--- config.mk ---
export PLATFORM = sky130hd
export DESIGN_NAME = core_clock_ratio_reset
export DESIGN_NICKNAME = d
export VERILOG_FILES = /design/src/rtl/core_clock_pkg.sv /design/src/rtl/sync2.sv /design/src/rtl/core_clock_ratio_reset.sv
export VERILOG_INCLUDE_DIRS = /design/src /design/src/rtl
export SDC_FILE = /design/constraint.sdc
export NUM_CORES = 1
export LEC_CHECK = 0
export ABC_AREA = 1
export BUFFER_PORTS_ARGS = -buffer_cell sky130_fd_sc_hd__buf_4
export CAP_MARGIN = 40
export CORE_ASPECT_RATIO = 1.5
export CORE_MARGIN = 3
export CORE_UTILIZATION = 56
export CTS_BUF_LIST = sky130_fd_sc_hd__clkbuf_2
export CTS_CLUSTER_SIZE = 40
export DETAILED_ROUTE_END_ITERATION = 12
export PLACE_DENSITY = 0.84
export SYNTH_ARGS = -nofsm -noshare
export SYNTH_HDL_FRONTEND = slang
export SYNTH_HIERARCHICAL = 1
export SYNTH_SLANG_ARGS = --single-unit
export TNS_END_PERCENT = 100
--- constraint.sdc ---
create_clock -name clk -period 1.8 [get_ports clk]
set_clock_uncertainty 0.05 [all_clocks]
set_input_delay 0.54 -clock clk [delete_from_list [all_inputs] [get_ports clk]]
set_output_delay 0.54 -clock clk [all_outputs]
set_load 0.05 [all_outputs]
--- src/rtl/core_clock_cfg.svh ---
// Constants for the core clock ratio and reset sequencer
`ifndef CORE_CLOCK_CFG_SVH
`define CORE_CLOCK_CFG_SVH
`define RATIO_SEL_W 3
`define RATIO_CNT_W 4
`define RATIO_CODE_4 3'h0
`define RATIO_CODE_5 3'h1
`define RATIO_CODE_6 3'h2
`define RATIO_CODE_7 3'h3
`define RATIO_CODE_8 3'h4
`define RATIO_CODE_10 3'h5
`define RATIO_CODE_12 3'h6
`define RATIO_CODE_RSVD 3'h7
`define RATIO_DEFAULT 4'h4
`define SEQ_CNT_W 8
`define RESET_SEQ_CYCLES 8'h10
`define DRAM_INIT_CYCLES 8'h08
`endif

--- src/rtl/core_clock_pkg.sv ---
// Types for the core clock ratio and reset sequencer
package core_clock_pkg;
  typedef enum logic [3:0] {
    ST_RESET = 4'b0001,
    ST_SEQ = 4'b0010,
    ST_DRAM = 4'b0100,
    ST_RUN = 4'b1000
  } seq_state_t;
endpackage

--- src/rtl/sync2.sv ---
// Two-flop synchroniser bank for asynchronous pins
`timescale 1ns/1ps
module sync2 #(
  parameter int W = 1,
  parameter logic [W-1:0] RST_VAL = '0
) (
  input wire logic clk,
  input wire logic rstn,
  input wire logic [W-1:0] async_in,
  output logic [W-1:0] sync_out
);
  logic [W-1:0] meta_q;
  logic [W-1:0] sync_q;

  // First stage feeds only the second stage
  always_ff @(posedge clk) begin
    if (!rstn) begin
      meta_q <= RST_VAL;
      sync_q <= RST_VAL;
    end else begin
      meta_q <= async_in;
      sync_q <= meta_q;
    end
  end

  assign sync_out = sync_q;
endmodule

--- src/rtl/core_clock_ratio_reset.sv ---
// Core clock ratio decode, reset sequencing and output three-state control
// Behaviour
// - Core clock runs at system clock divided by n, n from strap 000..110 as 4,5,6,7,8,10,12.
// - The system clock is the bus clock and the reference for the core clock.
// - Asynchronous inputs pass a two-flop synchroniser before use.
// - Output pins (pin_out, via pin_oe_n) are released to high impedance while reset is active.
// - Outputs can also be released to high impedance in normal operation.
// - Reset forces the logic to a known state with execution idle.
// - A reset-complete output signals the end of the internal reset sequence.
// - The power-on reset input, looped from reset-complete, resets internal DRAM.
`timescale 1ns/1ps
`include "core_clock_cfg.svh"
module core_clock_ratio_reset
  import core_clock_pkg::*;
#(
  parameter int NUM_OUT = 8,
  parameter logic [`SEQ_CNT_W-1:0] SEQ_CYCLES = `RESET_SEQ_CYCLES,
  parameter logic [`SEQ_CNT_W-1:0] DRAM_CYCLES = `DRAM_INIT_CYCLES
) (
  input wire logic clk,
  input wire logic rstn,
  input wire logic [`RATIO_SEL_W-1:0] core_clock_ratio_select,
  input wire logic reset_in_n,
  input wire logic por_in_n,
  input wire logic out_release,
  input wire logic [NUM_OUT-1:0] pin_out_d,
  output logic [NUM_OUT-1:0] pin_out,
  output logic [NUM_OUT-1:0] pin_oe_n,
  output logic reset_out_n,
  output logic dram_reset_n,
  output logic core_clock,
  output logic instr_strobe,
  output logic [`RATIO_CNT_W-1:0] ratio,
  output logic ratio_reserved,
  output logic run
);
  // Sequencer and strap capture
  seq_state_t state_q, state_d;
  logic [`SEQ_CNT_W-1:0] cnt_q, cnt_d;
  logic [`RATIO_SEL_W-1:0] sel_q;
  logic [`RATIO_CNT_W-1:0] ratio_q;
  logic rsvd_q;
  logic [`RATIO_CNT_W-1:0] ratio_dec;

  // Synchronised pin levels
  logic [1:0] async_raw;
  logic [1:0] async_sync;
  logic rst_in_s;
  logic por_s;

  // Clock phase and output flops
  logic [`RATIO_CNT_W-1:0] ph_q;
  logic [NUM_OUT-1:0] out_q;
  logic oe_n_q;
  logic rst_done_q;
  logic run_q;
  logic core_q;
  logic strobe_q;

  // Decode helpers
  logic [`RATIO_CNT_W-1:0] ratio_m1;
  logic [`RATIO_CNT_W-1:0] ratio_half;
  logic ph_wrap;
  logic seq_done;

  // Reset and power-on pins are asynchronous, so synchronise them first
  assign async_raw = {reset_in_n, por_in_n};
  sync2 #(.W(2), .RST_VAL(2'b00)) u_sync (
    .clk(clk),
    .rstn(rstn),
    .async_in(async_raw),
    .sync_out(async_sync)
  );
  assign rst_in_s = ~async_sync[1];
  assign por_s = ~async_sync[0];

  // Strap decode; reserved code falls back to the default ratio
  assign ratio_dec = (sel_q == `RATIO_CODE_4) ? 4'h4 :
                     (sel_q == `RATIO_CODE_5) ? 4'h5 :
                     (sel_q == `RATIO_CODE_6) ? 4'h6 :
                     (sel_q == `RATIO_CODE_7) ? 4'h7 :
                     (sel_q == `RATIO_CODE_8) ? 4'h8 :
                     (sel_q == `RATIO_CODE_10) ? 4'hA :
                     (sel_q == `RATIO_CODE_12) ? 4'hC : `RATIO_DEFAULT;

  // Straps are caught only during reset; board keeps them static anyway
  always_ff @(posedge clk) begin
    if (!rstn) begin
      sel_q <= `RATIO_CODE_4;
      ratio_q <= `RATIO_DEFAULT;
      rsvd_q <= 1'b0;
    end else if (state_q == ST_RESET) begin
      sel_q <= core_clock_ratio_select;
      ratio_q <= ratio_dec;
      rsvd_q <= (sel_q == `RATIO_CODE_RSVD);
    end
  end

  // Core clock phase counter, one period per ratio system clocks
  assign ratio_m1 = ratio_q - 4'h1;
  assign ratio_half = ratio_q >> 1;
  // Wrap on >= so a smaller ratio caught in reset cannot run the count past its end
  assign ph_wrap = (ph_q >= ratio_m1);
  always_ff @(posedge clk) begin
    if (!rstn) begin
      ph_q <= '0;
    end else if (ph_wrap) begin
      ph_q <= '0;
    end else begin
      ph_q <= ph_q + 4'h1;
    end
  end

  // Core clock level and instruction strobe; strobe stays low unless running
  always_ff @(posedge clk) begin
    if (!rstn) begin
      core_q <= 1'b0;
      strobe_q <= 1'b0;
    end else begin
      core_q <= (ph_q < ratio_half);
      strobe_q <= ph_wrap && run_q;
    end
  end

  // Reset sequencer: reset -> internal sequence -> DRAM init -> run
  assign seq_done = (cnt_q == '0);
  always_comb begin
    state_d = state_q;
    cnt_d = cnt_q;
    if (rst_in_s) begin
      state_d = ST_RESET;
      cnt_d = SEQ_CYCLES;
    end else begin
      case (state_q)
        ST_RESET: begin
          // One settling cycle before the count starts
          state_d = ST_SEQ;
          cnt_d = SEQ_CYCLES;
        end
        ST_SEQ: begin
          if (seq_done) begin
            state_d = ST_DRAM;
            cnt_d = DRAM_CYCLES;
          end else begin
            cnt_d = cnt_q - 8'h01;
          end
        end
        ST_DRAM: begin
          // DRAM init only counts once looped-back power-on reset is released
          if (por_s) begin
            cnt_d = DRAM_CYCLES;
          end else if (seq_done) begin
            state_d = ST_RUN;
          end else begin
            cnt_d = cnt_q - 8'h01;
          end
        end
        ST_RUN: begin
          // Held until the reset pin is seen again
          state_d = ST_RUN;
        end
        default: begin
          state_d = ST_RESET;
        end
      endcase
    end
  end

  // State and count register
  always_ff @(posedge clk) begin
    if (!rstn) begin
      state_q <= ST_RESET;
      cnt_q <= SEQ_CYCLES;
    end else begin
      state_q <= state_d;
      cnt_q <= cnt_d;
    end
  end

  // Status flops; reset-complete rises once the sequence leaves ST_SEQ
  always_ff @(posedge clk) begin
    if (!rstn) begin
      rst_done_q <= 1'b0;
      run_q <= 1'b0;
    end else begin
      rst_done_q <= (state_d == ST_DRAM) || (state_d == ST_RUN);
      run_q <= (state_d == ST_RUN);
    end
  end

  // Output pins: registered data, released during reset or on request
  always_ff @(posedge clk) begin
    if (!rstn) begin
      out_q <= '0;
      oe_n_q <= 1'b1;
    end else begin
      out_q <= pin_out_d;
      oe_n_q <= !run_q || rst_in_s || out_release;
    end
  end

  // Pin drivers; one enable flop so every pin releases together
  assign pin_out = out_q;
  assign pin_oe_n = {NUM_OUT{oe_n_q}};

  // Reset handshake; DRAM reset follows the looped-back pin after sync
  assign reset_out_n = rst_done_q;
  assign dram_reset_n = ~por_s;

  // Clock and status outputs, all straight from flops
  assign core_clock = core_q;
  assign instr_strobe = strobe_q;
  assign ratio = ratio_q;
  assign ratio_reserved = rsvd_q;
  assign run = run_q;
endmodule

==> PnR_summary.wiki <==
{| class="wikitable"
! Metric !! Value
|-
| Area taken by multi-input logic gates || 904.6 um2
|-
| Dominant cell type by area after synthesis || sky130_fd_sc_hd__dfxtp_1
|-
| Worst Tran Pin Value || 280.1 ps
|-
| Cell Pwr Density || 794.2 nW/um2
|-
| Remaining number of nets flagged by the antenna check after routing || 0
|-
| Remaining routing DRC violations || 0
|-
| Clock tree from TritonCTS || built
|-
| Register area || 828.3 um2
|-
| Synthesized cell area || 1951 um2
|-
| Count of state elements after synthesis || 41
|-
| Place WS || 98.84 ps
|-
| Number of nets in the layout || 317
|-
| Buffering stage count on the worst path with inverters included || 1
|-
| Top cells by instance count after synthesis || 45 x sky130_fd_sc_hd__nand2_1, 41 x sky130_fd_sc_hd__dfxtp_1, 41 x sky130_fd_sc_hd__inv_1
|-
| Max-Slew Margin vs Limit || 81.15%
|-
| Pin count of the biggest net entering global routing || 22
|-
| Deepest level of the CTS H-tree || 2
|-
| Cell type of the slowest stage on the worst timing path || sky130_fd_sc_hd__dfxtp_2
|-
| Maximum count of clock buffers along a single path || 2
|-
| Finished Core Util || 71.12%
|-
| Crit path setup slack, layout || 88.75 ps
|-
| Average wire per standard cell || 12.17 um
|-
| Routed vias || 1715
|-
| Final-report hold violation count || 0
|-
| Chip height || 78.28 um
|-
| Crit path capture type || flip-flop
|-
| Setup crit start kind || flip-flop
|-
| Critical Path RT || 2130 ps
|-
| GRT overflow || 0
|-
| Outcome || completed
|-
| Leakage power figure || 1.192 nW
|-
| Clock input transition at the sequential cells of the worst setup and hold paths || 220 ps
|-
| Root Buffer Master || sky130_fd_sc_hd__clkbuf_2
|-
| Latest clock arrival within the worst-skew pair || 410 ps
|-
| Wire length of the first global-routing pass || 6837 um
|-
| Iteration count of the initial detailed-routing pass || 4
|-
| Mean instance size in the synthesized netlist || 7.710 um2
|-
| Iteration-0 DRC Markers || 47
|-
| Most used flip-flop cell after synthesis || sky130_fd_sc_hd__dfxtp_1
|-
| Setup repair after global routing missed its margin || false
|-
| Layout Area Growth over Synthesis || 18.60%
|-
| Initial Util || 59.96%
|-
| Syn_nets || 279
|-
| Via density per instance || 5.166
|-
| Cell with the most instances after synthesis || sky130_fd_sc_hd__nand2_1
|-
| Clock sink total || 41
|-
| Max-slew violation count || 0
|-
| Total number of placement rows || 25
|-
| Post-layout minimum cycle time || 1711 ps
|-
| Unique cell type count in the Yosys netlist || 27
|-
| Die Outline Area || 4242 um2
|-
| Worst vdd rail ir drop || 0.0006575 V
|-
| Yosys synthesis warning count || 6
|-
| Antenna violations before repair || 0
|-
| Share of final-layout standard cells stronger than drive strength 1 || 26.03%
|-
| Synth top area share || 42.08%
|-
| Total Routed Length || 4041 um
|-
| Post-layout total power || 1.837 mW
|-
| CP Max Fanout || 4
|-
| Slowest stage delay, CP || 380 ps
|-
| Series of cell instances along the critical path || inv_1, nand3_1, xor2_1, ha_1, a21oi_2, nand4_1, nor2_1
|-
| Layout filler cell count || 287
|-
| Share of synthesized area occupied by flip-flops and latches || 42.08%
|-
| Horizontal die dimension || 54.19 um
|-
| Number of placed I/O pins || 42
|-
| Hold/Removal Path Class || in -> reg
|-
| Number of enable-type register cells in the synthesized netlist || 0
|-
| Routability congestion estimate from global placement || 0.8324
|-
| TritonCTS buffer count || 5
|-
| Critical path class || reg -> reg
|-
| Final antenna diode count || 0
|-
| Synth Instances || 253
|-
| Top cells by area in the synthesized netlist || sky130_fd_sc_hd__dfxtp_1 42%, sky130_fd_sc_hd__nand2_1 8.7%, sky130_fd_sc_hd__inv_1 7.9%
|-
| Via count of the first global-routing pass || 1685
|-
| Max-Cap Viols || 0
|-
| TNS Setup || 0 ps
|-
| Arrival time worst endpoint || 2040 ps
|-
| Highest clock frequency the design can meet || 584.4 MHz
|-
| Cell family with the largest share of critical-path delay || simple AND/OR/NAND/NOR gates
|-
| Placeable core area || 3253 um2
|-
| Overall Global Routing Usage || 21.76%
|-
| Number of endpoints failing setup at the final stage || 0
|-
| Async set-or-reset flop fraction in the synthesized netlist || 0%
|-
| Buffers added on ports || 41
|-
| Share of the cycle needed by the critical path after routing || 95.07%
|-
| Total half-perimeter wirelength after legalization and detailed placement || 2987 um
|}
power by group:
group | total (mW) | switching [mW] | internal [mW]
Combinational | 0.420 | 0.253 | 0.167
Clock | 0.399 | 0.308 | 0.0907
Sequential | 1.02 | 0.0518 | 0.966
path summary, 6_finish.rpt:
kind	from	endpoint	slack (ps)	cells past startpoint
max	ratio[1]	ph_q[1]	90	7
min	por_in_n	u_sync/meta_q[0]	250	3
max reg2reg	ratio[1]	ph_q[1]	90	7
min reg2reg	u_sync/meta_q[0]	u_sync/sync_out[0]	380	2
layer usage:
| layer | share of wire, % | routed length [um] | GRT usage [%] | up-vias |
|---|---|---|---|---|
| li1 | - | - | - | 869 |
| met1 | 39 | 1561 | 22.21 | 771 |
| met2 | 51 | 2045 | 35.73 | 57 |
| met3 | 6.4 | 259 | 7.590 | 18 |
| met4 | 4.3 | 175 | 13.97 | 0 |
| met5 | 0 | 0 | 0 | - |
layout by cell type (no fill, tap or decap), types with 2 or more instances in the layout:
cell type,synthesis,final
sky130_fd_sc_hd__nand2_1,45,45
sky130_fd_sc_hd__buf_4,8,44
sky130_fd_sc_hd__inv_1,41,40
sky130_fd_sc_hd__dfxtp_1,41,37
sky130_fd_sc_hd__nor2_1,26,26
sky130_fd_sc_hd__nand3_1,21,21
sky130_fd_sc_hd__a21oi_1,13,12
sky130_fd_sc_hd__ha_1,10,8
sky130_fd_sc_hd__nand4_1,7,7
sky130_fd_sc_hd__o21ai_0,7,7
sky130_fd_sc_hd__clkbuf_2,0,5
sky130_fd_sc_hd__nor2_2,4,4
sky130_fd_sc_hd__nand3_2,4,4
sky130_fd_sc_hd__nor2_4,3,3
sky130_fd_sc_hd__o211ai_1,3,3
sky130_fd_sc_hd__dfxtp_2,0,3
sky130_fd_sc_hd__inv_2,1,2
sky130_fd_sc_hd__xnor2_1,2,2
sky130_fd_sc_hd__xor2_1,2,2
sky130_fd_sc_hd__nand2_4,2,2
sky130_fd_sc_hd__nand2_2,2,2
sky130_fd_sc_hd__nand3b_1,2,2
sky130_fd_sc_hd__ha_4,0,2
sky130_fd_sc_hd__clkinv_2,0,2
state kept, by name (all words and copies together) (netlist names), 2 cells and up:
| register | count |
|---|---|
| cnt_q | 8 |
| pin_out | 8 |
| ph_q | 4 |
| ratio | 4 |
| state_q | 4 |
| sel_q | 3 |
| u_sync/meta_q | 2 |
| u_sync/sync_out | 2 |
worst register-to-register path, cell delays in order (launching register included):
cell                      delay [ps]
sky130_fd_sc_hd__dfxtp_2         380
sky130_fd_sc_hd__inv_1           110
sky130_fd_sc_hd__nand3_1         110
sky130_fd_sc_hd__xor2_1          170
sky130_fd_sc_hd__ha_1            350
sky130_fd_sc_hd__a21oi_2         170
sky130_fd_sc_hd__nand4_1         190
sky130_fd_sc_hd__nor2_1          140
layout make-up:
class / instances / area share, %
Multi-Input combinational cell: 157 / 39.10
Tap cell: 40 / 2.163
Inverter: 42 / 6.814
Sequential cell: 41 / 35.80
Clock buffer: 5 / 1.082
Timing Repair Buffer: 44 / 14.28
Clock inverter: 3 / 0.7572
repair_timing:
item                       in CTS  in global routing
setup endpoints to repair       0                 13
gates resized for setup         0                  5
hold buffers                    0                  0
setup buffers                   0                  0
cell families after synthesis:
logic type	Yosys count	synth area share, %
xor+xnor	4	1.796
compound gates	26	7.441
simple gates	117	29.25
buf+inv	55	13.02
fa+ha+maj	10	6.414
flops	41	42.08
per-stage QoR:
| step | instances | hold slack (ps) | instance area (um2) |
|---|---|---|---|
| 2_1_floorplan | 253 | 340.0 | 1957 |
| 3_3_place_gp | 324 | 349.9 | 2241 |
| 3_5_place_dp | 324 | 349.6 | 2241 |
| 4_1_cts | 332 | 224.9 | 2283 |
| 5_1_grt | 332 | 205.7 | 2313 |
| 6_report | 332 | 254.2 | 2313 |
(Power assumes the default switching activity.)
